File: config.mk
export PLATFORM = sky130hd
export DESIGN_NAME = facs_config_select
export DESIGN_NICKNAME = d
export VERILOG_FILES = /design/src/logic/facs_pkg.sv /design/src/logic/facs_config_select.sv
export SDC_FILE = /design/constraint.sdc
export NUM_CORES = 1
export LEC_CHECK = 0
export ABC_AREA = 0
export BUFFER_PORTS_ARGS = -buffer_cell sky130_fd_sc_hd__buf_2
export CAP_MARGIN = 20
export CORE_MARGIN = 4
export CORE_UTILIZATION = 63
export DETAILED_ROUTE_END_ITERATION = 10
export PLACE_DENSITY = 0.85
export SLEW_MARGIN = 25
export SYNTH_ARGS = -nofsm -noshare
export SYNTH_HDL_FRONTEND = slang
export SYNTH_SLANG_ARGS = --single-unit
File: constraint.sdc
create_clock -name clock -period 3.9 [get_ports clock]
set_input_delay 0.39 -clock clock [delete_from_list [all_inputs] [get_ports clock]]
set_output_delay 0.39 -clock clock [all_outputs]
set_load 0.02 [all_outputs]
File: src/logic/facs_pkg.sv
package facs_pkg;
  // Timing base
  localparam int unsigned CLK_HZ = 10_000_000;
  localparam int unsigned RESTART_S = 10;
  localparam int unsigned RESTART_CYC = RESTART_S * CLK_HZ;
  localparam int unsigned DEBOUNCE_MS = 20;
  localparam int unsigned DEBOUNCE_CYC = (DEBOUNCE_MS * CLK_HZ + 999) / 1000;
  localparam int unsigned FLASH_MS = 500;
  localparam int unsigned FLASH_CYC = FLASH_MS * CLK_HZ / 1000;

  // Station addresses
  typedef logic [6:0] facs_addr_t;
  localparam facs_addr_t ADDR_DEFAULT = 7'h7e;
  localparam facs_addr_t ADDR_MAX_VALID = 7'h7d;

  // Identification number selectors
  localparam logic [7:0] SEL_MAKER = 8'h01;
  localparam logic [7:0] SEL_PROF4 = 8'h00;
  localparam logic [7:0] SEL_PROF1 = 8'h81;
  localparam logic [7:0] SEL_PROF2 = 8'h82;

  typedef enum logic [1:0] {
    FACS_LAYOUT_MAKER = 2'h0,
    FACS_LAYOUT_PROF4 = 2'h1,
    FACS_LAYOUT_PROF1 = 2'h2,
    FACS_LAYOUT_PROF2 = 2'h3
  } facs_layout_t;

  typedef enum logic [1:0] {
    FACS_UNIT_K = 2'h0,
    FACS_UNIT_F = 2'h1,
    FACS_UNIT_C = 2'h2,
    FACS_UNIT_PCT = 2'h3
  } facs_unit_t;

  // Restart sequencer, Gray coded except the RESTART to IDLE step
  typedef enum logic [1:0] {
    FACS_ST_IDLE = 2'b00,
    FACS_ST_WAIT = 2'b01,
    FACS_ST_RESTART = 2'b11
  } facs_state_t;

  // Register offsets
  localparam logic [7:0] REG_STATUS = 8'h00;
  localparam logic [7:0] REG_SLAVE_ADD = 8'h04;
  localparam logic [7:0] REG_IDENT = 8'h08;
  localparam logic [7:0] REG_DISP_VAL = 8'h0c;
  localparam logic [7:0] REG_DISP_CFG = 8'h10;
  localparam logic [7:0] REG_PARAM = 8'h14;

  // Status fields
  localparam int STAT_ADDR_LSB = 0;
  localparam int STAT_MODE_BIT = 8;
  localparam int STAT_VALID_BIT = 9;
  localparam int STAT_PEND_BIT = 10;
  localparam int STAT_LOCK_BIT = 11;
  localparam int STAT_SIM_BIT = 12;
  localparam int STAT_REFUSED_BIT = 13;
  localparam int STAT_BLOCKED_BIT = 14;
  localparam int STAT_LAYOUT_LSB = 16;

  // Display configuration fields
  localparam int CFG_PCT_LSB = 0;
  localparam int CFG_UNDER_BIT = 8;
  localparam int CFG_OVER_BIT = 9;
  localparam int CFG_UNIT_LSB = 10;
  localparam int CFG_ERR_BIT = 12;
  localparam int CFG_WARN_BIT = 13;
  localparam int CFG_CHAN_LSB = 14;
  localparam int CFG_DIAG_LSB = 16;

  // Bar graph
  localparam int BAR_SEGS = 10;
  localparam int BAR_STEP_PCT = 10;

  // Switch vector: address weights 1..64, then mode, lock, simulation
  localparam int SW_W = 10;
  localparam int SW_SOFT_BIT = 7;
  localparam int SW_LOCK_BIT = 8;
  localparam int SW_SIM_BIT = 9;
  localparam logic [9:0] SW_RESET = 10'h080;

  // Reset values
  localparam logic [7:0] SEL_RESET = SEL_MAKER;
  localparam logic [15:0] PARAM_RESET = 16'h0000;
endpackage

File: src/logic/facs_config_select.sv
`timescale 1ns/1ps
// Overview of operation
// - Hardware address is the sum of weights 1..64 of switches set ON.
// - Only addresses 0..125 are valid; others flagged invalid and refused by telegram, but a switch address is taken unchecked.
// - Address 126 is reserved for commissioning, not an operating address.
// - Reset state: address 126 with software addressing selected.
// - Mode switch ON to OFF: restart 10 s later with switch address.
// - Hardware addressing refuses address change telegrams.
// - Mode switch OFF to ON: restart 10 s later with address 126.
// - Software addressing accepts a new address from the change telegram.
// - Switch ON enables its function; write lock ON blocks parameter writes.
// - Simulation switch has no effect on behaviour.
// - Bar graph in 10% steps with underrange and overrange indicators.
// - Bar graph flashes while an error is present.
// - Caution symbol lit while an error or warning is active.
// - Numeric field shows value, or diagnostics during error or warning.
// - During error or warning show channel, blank when channel unknown.
// - Communication symbol only while bus communication is active.
// - Lock symbol while hardware write lock is set.
// - Selectors 1, 0, 129, 130 pick maker, four, one, two input layouts.
// - Reset selector is the maker-specific layout.
// - Unit indicator shows kelvin, Fahrenheit, Celsius or percent.
module facs_config_select #(
  parameter int unsigned RESTART_CYCLES = facs_pkg::RESTART_CYC,
  parameter int unsigned DEBOUNCE_CYCLES = facs_pkg::DEBOUNCE_CYC,
  parameter int unsigned FLASH_CYCLES = facs_pkg::FLASH_CYC
) (
  input wire logic clock,
  input wire logic rst_n,
  input wire logic [7:0] reg_addr,
  input wire logic [31:0] reg_wdata,
  input wire logic reg_wr,
  input wire logic reg_rd,
  output logic [31:0] reg_rdata,
  input wire logic [6:0] sw_addr,
  input wire logic sw_soft,
  input wire logic sw_lock,
  input wire logic sw_sim,
  input wire logic comm_active,
  output facs_pkg::facs_addr_t station_addr,
  output logic addr_valid,
  output logic restart,
  output facs_pkg::facs_layout_t layout,
  output logic [9:0] bar_seg,
  output logic bar_under,
  output logic bar_over,
  output logic caution_sym,
  output logic comm_sym,
  output logic lock_sym,
  output facs_pkg::facs_unit_t unit_sel,
  output logic [15:0] numeric,
  output logic [1:0] status_chan,
  output logic status_blank
);
  import facs_pkg::*;

  function automatic logic facs_valid(input facs_addr_t a);
    facs_valid = (a <= ADDR_MAX_VALID);
  endfunction

  function automatic logic facs_sel_ok(input logic [7:0] s);
    facs_sel_ok = (s == SEL_MAKER) || (s == SEL_PROF4) || (s == SEL_PROF1) || (s == SEL_PROF2);
  endfunction

  function automatic logic [9:0] facs_bar_fill(input logic [6:0] pct);
    logic [9:0] f;
    f = 10'h000;
    for (int i = 0; i < BAR_SEGS; i++) begin
      f[i] = (int'(pct) >= (i + 1) * BAR_STEP_PCT);
    end
    facs_bar_fill = f;
  endfunction

  logic [9:0] sw_meta_r;
  logic [9:0] sw_sync_r;
  logic [9:0] sw_stable_r;
  logic [9:0] sw_seen_r;
  logic [31:0] deb_cnt_r;
  logic soft_prev_r;
  facs_state_t state_r;
  logic [31:0] rst_cnt_r;
  logic mode_soft_r;
  facs_addr_t station_addr_r;
  logic restart_r;
  logic refused_r;
  logic blocked_r;
  logic [7:0] ident_r;
  logic [15:0] param_r;
  logic [15:0] disp_val_r;
  logic [31:0] disp_cfg_r;
  logic [31:0] flash_cnt_r;
  logic flash_on_r;
  logic [31:0] reg_rdata_r;
  logic [31:0] rdata_nxt;
  facs_layout_t layout_r;
  logic [9:0] bar_seg_r;
  logic bar_under_r;
  logic bar_over_r;
  logic caution_r;
  logic comm_r;
  logic lock_r;
  facs_unit_t unit_r;
  logic [15:0] numeric_r;
  logic [1:0] chan_r;
  logic blank_r;
  logic addr_valid_r;

  logic wr_slave_add;
  logic wr_ident;
  logic wr_param;
  logic wr_status;
  logic err_act;
  logic diag_act;
  logic soft_stable;
  logic lock_stable;
  facs_addr_t new_addr;

  assign wr_slave_add = reg_wr && (reg_addr == REG_SLAVE_ADD);
  assign wr_ident = reg_wr && (reg_addr == REG_IDENT);
  assign wr_param = reg_wr && (reg_addr == REG_PARAM);
  assign wr_status = reg_wr && (reg_addr == REG_STATUS);
  assign err_act = disp_cfg_r[CFG_ERR_BIT];
  assign diag_act = disp_cfg_r[CFG_ERR_BIT] | disp_cfg_r[CFG_WARN_BIT];
  assign soft_stable = sw_stable_r[SW_SOFT_BIT];
  assign lock_stable = sw_stable_r[SW_LOCK_BIT];
  assign new_addr = reg_wdata[6:0];

  // Two-stage synchroniser; only the second stage is read
  always_ff @(posedge clock or negedge rst_n) begin
    if (!rst_n) begin
      sw_meta_r <= SW_RESET;
      sw_sync_r <= SW_RESET;
    end else begin
      sw_meta_r <= {sw_sim, sw_lock, sw_soft, sw_addr};
      sw_sync_r <= sw_meta_r;
    end
  end

  // Whole bank debounced as one; any bounce restarts the settle time
  always_ff @(posedge clock or negedge rst_n) begin
    if (!rst_n) begin
      deb_cnt_r <= 32'h0000_0000;
      sw_seen_r <= SW_RESET;
      sw_stable_r <= SW_RESET;
    end else begin
      sw_seen_r <= sw_sync_r;
      if ((sw_sync_r != sw_seen_r) || (sw_sync_r == sw_stable_r)) begin
        deb_cnt_r <= 32'h0000_0000;
      end else if (deb_cnt_r >= DEBOUNCE_CYCLES - 1) begin
        deb_cnt_r <= 32'h0000_0000;
        sw_stable_r <= sw_sync_r;
      end else begin
        deb_cnt_r <= deb_cnt_r + 32'h0000_0001;
      end
    end
  end

  // Restart sequencer; a further mode change during the wait reloads the delay
  always_ff @(posedge clock or negedge rst_n) begin
    if (!rst_n) begin
      soft_prev_r <= SW_RESET[SW_SOFT_BIT];
      state_r <= FACS_ST_IDLE;
      rst_cnt_r <= 32'h0000_0000;
    end else begin
      soft_prev_r <= soft_stable;
      if (soft_stable != soft_prev_r) begin
        state_r <= FACS_ST_WAIT;
        rst_cnt_r <= 32'h0000_0000;
      end else begin
        case (state_r)
          FACS_ST_IDLE: begin
            rst_cnt_r <= 32'h0000_0000;
          end
          FACS_ST_WAIT: begin
            if (rst_cnt_r >= RESTART_CYCLES - 1) begin
              state_r <= FACS_ST_RESTART;
            end else begin
              rst_cnt_r <= rst_cnt_r + 32'h0000_0001;
            end
          end
          FACS_ST_RESTART: begin
            state_r <= FACS_ST_IDLE;
            rst_cnt_r <= 32'h0000_0000;
          end
          default: begin
            state_r <= FACS_ST_IDLE;
          end
        endcase
      end
    end
  end

  // Station address: taken at restart, or by telegram in software mode
  always_ff @(posedge clock or negedge rst_n) begin
    if (!rst_n) begin
      mode_soft_r <= 1'b1;
      station_addr_r <= ADDR_DEFAULT;
      restart_r <= 1'b0;
    end else begin
      restart_r <= (state_r == FACS_ST_RESTART);
      if (state_r == FACS_ST_RESTART) begin
        mode_soft_r <= soft_stable;
        if (soft_stable) begin
          station_addr_r <= ADDR_DEFAULT;
        end else begin
          station_addr_r <= sw_stable_r[6:0];
        end
      end else if (wr_slave_add && mode_soft_r && facs_valid(new_addr)) begin
        station_addr_r <= new_addr;
      end
    end
  end

  // Sticky refusal flags; a new event beats a clear in the same cycle
  always_ff @(posedge clock or negedge rst_n) begin
    if (!rst_n) begin
      refused_r <= 1'b0;
      blocked_r <= 1'b0;
    end else begin
      if (wr_slave_add && (!mode_soft_r || !facs_valid(new_addr))) begin
        refused_r <= 1'b1;
      end else if (wr_status && reg_wdata[STAT_REFUSED_BIT]) begin
        refused_r <= 1'b0;
      end
      if ((wr_ident || wr_param) && lock_stable) begin
        blocked_r <= 1'b1;
      end else if (wr_status && reg_wdata[STAT_BLOCKED_BIT]) begin
        blocked_r <= 1'b0;
      end
    end
  end

  // Parameters, blocked while the write lock is ON
  always_ff @(posedge clock or negedge rst_n) begin
    if (!rst_n) begin
      ident_r <= SEL_RESET;
      param_r <= PARAM_RESET;
    end else if (!lock_stable) begin
      if (wr_ident && facs_sel_ok(reg_wdata[7:0])) begin
        ident_r <= reg_wdata[7:0];
      end
      if (wr_param) begin
        param_r <= reg_wdata[15:0];
      end
    end
  end

  // Display data from the measurement side; not write protected
  always_ff @(posedge clock or negedge rst_n) begin
    if (!rst_n) begin
      disp_val_r <= 16'h0000;
      disp_cfg_r <= 32'h0000_0000;
    end else begin
      if (reg_wr && (reg_addr == REG_DISP_VAL)) begin
        disp_val_r <= reg_wdata[15:0];
      end
      if (reg_wr && (reg_addr == REG_DISP_CFG)) begin
        disp_cfg_r <= reg_wdata;
      end
    end
  end

  // Flash phase generator, free running
  always_ff @(posedge clock or negedge rst_n) begin
    if (!rst_n) begin
      flash_cnt_r <= 32'h0000_0000;
      flash_on_r <= 1'b1;
    end else if (flash_cnt_r >= FLASH_CYCLES - 1) begin
      flash_cnt_r <= 32'h0000_0000;
      flash_on_r <= ~flash_on_r;
    end else begin
      flash_cnt_r <= flash_cnt_r + 32'h0000_0001;
    end
  end

  // Layout from selector
  always_ff @(posedge clock or negedge rst_n) begin
    if (!rst_n) begin
      layout_r <= FACS_LAYOUT_MAKER;
    end else begin
      case (ident_r)
        SEL_PROF4: layout_r <= FACS_LAYOUT_PROF4;
        SEL_PROF1: layout_r <= FACS_LAYOUT_PROF1;
        SEL_PROF2: layout_r <= FACS_LAYOUT_PROF2;
        default: layout_r <= FACS_LAYOUT_MAKER;
      endcase
    end
  end

  // Local display drivers
  always_ff @(posedge clock or negedge rst_n) begin
    if (!rst_n) begin
      bar_seg_r <= 10'h000;
      bar_under_r <= 1'b0;
      bar_over_r <= 1'b0;
      caution_r <= 1'b0;
      comm_r <= 1'b0;
      lock_r <= 1'b0;
      unit_r <= FACS_UNIT_K;
      numeric_r <= 16'h0000;
      chan_r <= 2'h0;
      blank_r <= 1'b0;
      addr_valid_r <= 1'b0;
    end else begin
      // Whole bar including range markers blinks so an error is visible at a glance
      if (err_act && !flash_on_r) begin
        bar_seg_r <= 10'h000;
        bar_under_r <= 1'b0;
        bar_over_r <= 1'b0;
      end else begin
        bar_seg_r <= facs_bar_fill(disp_cfg_r[CFG_PCT_LSB +: 7]);
        bar_under_r <= disp_cfg_r[CFG_UNDER_BIT];
        bar_over_r <= disp_cfg_r[CFG_OVER_BIT];
      end
      caution_r <= diag_act;
      comm_r <= comm_active;
      lock_r <= lock_stable;
      unit_r <= facs_unit_t'(disp_cfg_r[CFG_UNIT_LSB +: 2]);
      numeric_r <= diag_act ? disp_cfg_r[CFG_DIAG_LSB +: 16] : disp_val_r;
      chan_r <= diag_act ? disp_cfg_r[CFG_CHAN_LSB +: 2] : 2'h0;
      blank_r <= diag_act && (disp_cfg_r[CFG_CHAN_LSB +: 2] == 2'h0);
      addr_valid_r <= facs_valid(station_addr_r);
    end
  end

  // Read mux; unmapped offsets read zero. Simulation switch is reported only.
  always_comb begin
    rdata_nxt = 32'h0000_0000;
    case (reg_addr)
      REG_STATUS: begin
        rdata_nxt[STAT_ADDR_LSB +: 7] = station_addr_r;
        rdata_nxt[STAT_MODE_BIT] = mode_soft_r;
        rdata_nxt[STAT_VALID_BIT] = facs_valid(station_addr_r);
        rdata_nxt[STAT_PEND_BIT] = (state_r != FACS_ST_IDLE);
        rdata_nxt[STAT_LOCK_BIT] = lock_stable;
        rdata_nxt[STAT_SIM_BIT] = sw_stable_r[SW_SIM_BIT];
        rdata_nxt[STAT_REFUSED_BIT] = refused_r;
        rdata_nxt[STAT_BLOCKED_BIT] = blocked_r;
        rdata_nxt[STAT_LAYOUT_LSB +: 2] = layout_r;
      end
      REG_SLAVE_ADD: rdata_nxt[6:0] = station_addr_r;
      REG_IDENT: rdata_nxt[7:0] = ident_r;
      REG_DISP_VAL: rdata_nxt[15:0] = disp_val_r;
      REG_DISP_CFG: rdata_nxt = disp_cfg_r;
      REG_PARAM: rdata_nxt[15:0] = param_r;
      default: rdata_nxt = 32'h0000_0000;
    endcase
  end

  // Read data valid only in the cycle after the strobe
  always_ff @(posedge clock or negedge rst_n) begin
    if (!rst_n) begin
      reg_rdata_r <= 32'h0000_0000;
    end else begin
      reg_rdata_r <= reg_rd ? rdata_nxt : 32'h0000_0000;
    end
  end

  assign reg_rdata = reg_rdata_r;
  assign station_addr = station_addr_r;
  assign addr_valid = addr_valid_r;
  assign restart = restart_r;
  assign layout = layout_r;
  assign bar_seg = bar_seg_r;
  assign bar_under = bar_under_r;
  assign bar_over = bar_over_r;
  assign caution_sym = caution_r;
  assign comm_sym = comm_r;
  assign lock_sym = lock_r;
  assign unit_sel = unit_r;
  assign numeric = numeric_r;
  assign status_chan = chan_r;
  assign status_blank = blank_r;
endmodule

==> impl_metrics.tcl <==
set metrics [dict create \
    outcome "complete, no violations" \
    n_antenna_cell 0 \
    synthCells 1027 \
    post_cts_resize_count 0 \
    cp-start-kind "register" \
    worstMarginPinSlew_ns 0.932 \
    dieArea_um2 22300 \
    grt_pass1_vias 9140 \
    wirelength_met1_um 11800 \
    min_path_type "in -> reg" \
    route.detailed.drc 0 \
    fmax_mhz 393 \
    gr-total-overflow 0 \
    die_height_um 149 \
    synth-edff-count 0 \
    cts_buffer_depth 3 \
    drv_slew 0 \
    worstPathRequired_ns 4.34 \
    routed.top_layer "met4" \
    cts_hold_buffers 12 \
    first_pass_iters 7 \
    wl_met2_um 14500 \
    skew_ns 0.0220 \
    initial_utilization_pct 64.4 \
    fin_nets 1246 \
    vias_per_cell 6.12 \
    max-vdd-ir-drop_mv 0.428 \
    layout-drive-gt1-share_pct 26.9 \
    htree_levels 1 \
    synth_largest_area_cell "dfrtp_1" \
    num_rows 51 \
    hold_violations 0 \
    power.density_nw_per_um2 452 \
    end_kind "register" \
    cts_buffers 30 \
    finalSetupViolCount 0 \
    gp_congestion 0.863 \
    synth_flop_cell "dfrtp_1" \
    drt_iter0_drc 911 \
    worstPathMaxFanout 37 \
    holdWs_ns 0.0511 \
    vias 9017 \
    tns_ns 0 \
    ys_seq_area_share_pct 58.6 \
    cts-root-buf "clkbuf_16" \
    min_period_ns 2.55 \
    chipWidth_um 149 \
    grt_pass1_wl_um 47900 \
    hp-start "reg_wdata[20]" \
    grt.total_usage_pct 26.7 \
    cts.clk_slew.worst_paths_ns 0.06 \
    drt-wirelength-per-cell_um 20.0 \
    wl_um 29400 \
    yosysWarnings 0 \
    cts_tree "built" \
    maxCapViolations 0 \
    area_delta_synth_final_pct 17.2 \
    min_period_over_period_pct 65.3 \
    p_leak_uw 0.00685 \
    worstSkewPairLatency_ns 0.57 \
    relSlewSlack_pct 37.6 \
    antenna_found_initial 0 \
    finalPower_uw 6670 \
    regToRegStartpoint "state_r[0]" \
    boundaryPins 134 \
    post-dp-hpwl_um 18700 \
    cp-startpoint "state_r[0]" \
    synth.area.top_cells "dfrtp_1 (56%), mux2_2 (5.8%), mux2_4 (3.6%), dfstp_2 (2.9%), nand4_1 (2.8%)" \
    arrival_ns 2.99 \
    synthDominantCellAreaShare_pct 55.7 \
    worstSetupPathType "reg -> reg" \
    final_antenna_net_count 0 \
    async_flop_share_pct 100 \
    cts_sinks 294 \
    grt_max_degree 131 \
    portBuffers 133 \
    ys_ff_latch 294 \
    synth_cell_types 63 \
    core_area_um2 19500 \
    synth_area_um2 12600 \
    syn_area_per_cell_um2 12.2 \
    wl_met3_um 2500 \
    rsz0062_at_grt "false" \
    cts_setup_buffers 0 \
]
==> metal layers <==
metal  vias up  track usage, %
met5         -               0
met4         0            6.77
met3        63            5.56
met2       412            43.8
met1      4459            37.1
li1       4083               -
==> cells in the final DEF (no fill, tap or decap), types with 24 or more instances in the layout <==
cell and n:
buf_2 132, nand2_1 43, a21oi_1 25, clkbuf_16 30
o211ai_1 24, nand4_1 56, nand3_1 39, nor2_1 73
dfrtp_1 280, xnor2_1 34, xor2_1 25, conb_1 26
and3_1 31, mux2_2 65, mux2_4 30
==> stage by stage <==
step | cells | area (um^2) | util [%] | worst slack (ns)
after floorplan | 1052 | 12700 | - | 1.60
after global placement | 1404 | 13600 | 69.5 | 1.26
after detailed placement | 1404 | 13600 | 69.5 | 1.20
after CTS | 1472 | 14700 | 75.3 | 1.35
after global routing | 1473 | 14700 | 75.5 | 1.13
final | 1473 | 14700 | 75.5 | 1.35
==> cell type report <==
type	count	area, um^2
Sequential cell	294	7370
Multi-Input combinational cell	683	5000
Fill cell	1248	4780
Timing Repair Buffer	161	961
Clock buffer	42	836
Tap cell	265	332
Clock inverter	14	184
Inverter	14	52.6
==> cells in the mapped netlist, drive strengths merged (3+ instances only) <==
master,n
a41oi,5
inv,14
dfstp,14
o211ai,24
and4,5
or3,7
ha,7
o2111ai,4
a2111o,3
dfrtp,280
o21ai,7
nand3,39
and3,31
mux2i,13
nand2b,3
nand2,44
a222oi,15
nand4,57
a2111oi,4
nor2,74
nand4b,11
a311o,3
xnor2,35
xor2,25
clkbuf,42
a31oi,7
nor3,18
nor2b,10
or2,5
buf,19
and2,9
nor4,18
mux2,95
or4,22
a22oi,9
a211oi,3
a21oi,25
==> registers in the layout (all words and copies together) (netlist names), 7 cells and up <==
name	flops
disp_val_r	16
sw_sync_r	10
station_addr	7
deb_cnt_r	32
numeric	16
reg_rdata	32
sw_meta_r	10
rst_cnt_r	32
disp_cfg_r	32
sw_seen_r	10
param_r	16
bar_seg	10
ident_r	8
sw_stable_r	10
flash_cnt_r	32
==> where the power goes <==
part           switching, uW  internal (uW)  leakage, uW  total, uW
Clock                   1210           1710     0.000498       2920
Combinational            354            171      0.00246        525
Sequential              76.8           3150      0.00390       3230
==> path summary, 6_finish.rpt <==
| check | end | slack [ns] | cells past startpoint |
|---|---|---|---|
| max reg2reg | rst_cnt_r[28] | 1.35 | 6 |
| max in group asynchronous | ident_r[0] | 2.42 | 4 |
| min in group asynchronous | sw_meta_r[2] | 0.30 | 2 |
| min | disp_cfg_r[20] | 0.05 | 2 |
| min reg2reg | sw_sync_r[7] | 0.36 | 0 |
| max | rst_cnt_r[28] | 1.35 | 6 |
==> worst max-delay path, stage by stage (launching register included) <==
cell and delay, ns:
dfrtp_1 0.40, inv_1 0.10, ha_1 0.22, or2_2 0.56, and2_1 0.46, buf_4 0.29
o41ai_1 0.39
==> cells by family after synthesis <==
group                    synth area share, %
other                                 0.0298
buffers and inverters                   2.55
multiplexers                            10.4
AO/OA/AOI/OAI                           7.26
AND/OR/NAND/NOR                         16.2
flip-flops                              58.6
adder cells (fa/ha/maj)                0.696
XOR/XNOR                                4.18
Power figures use the tool's default switching activity.
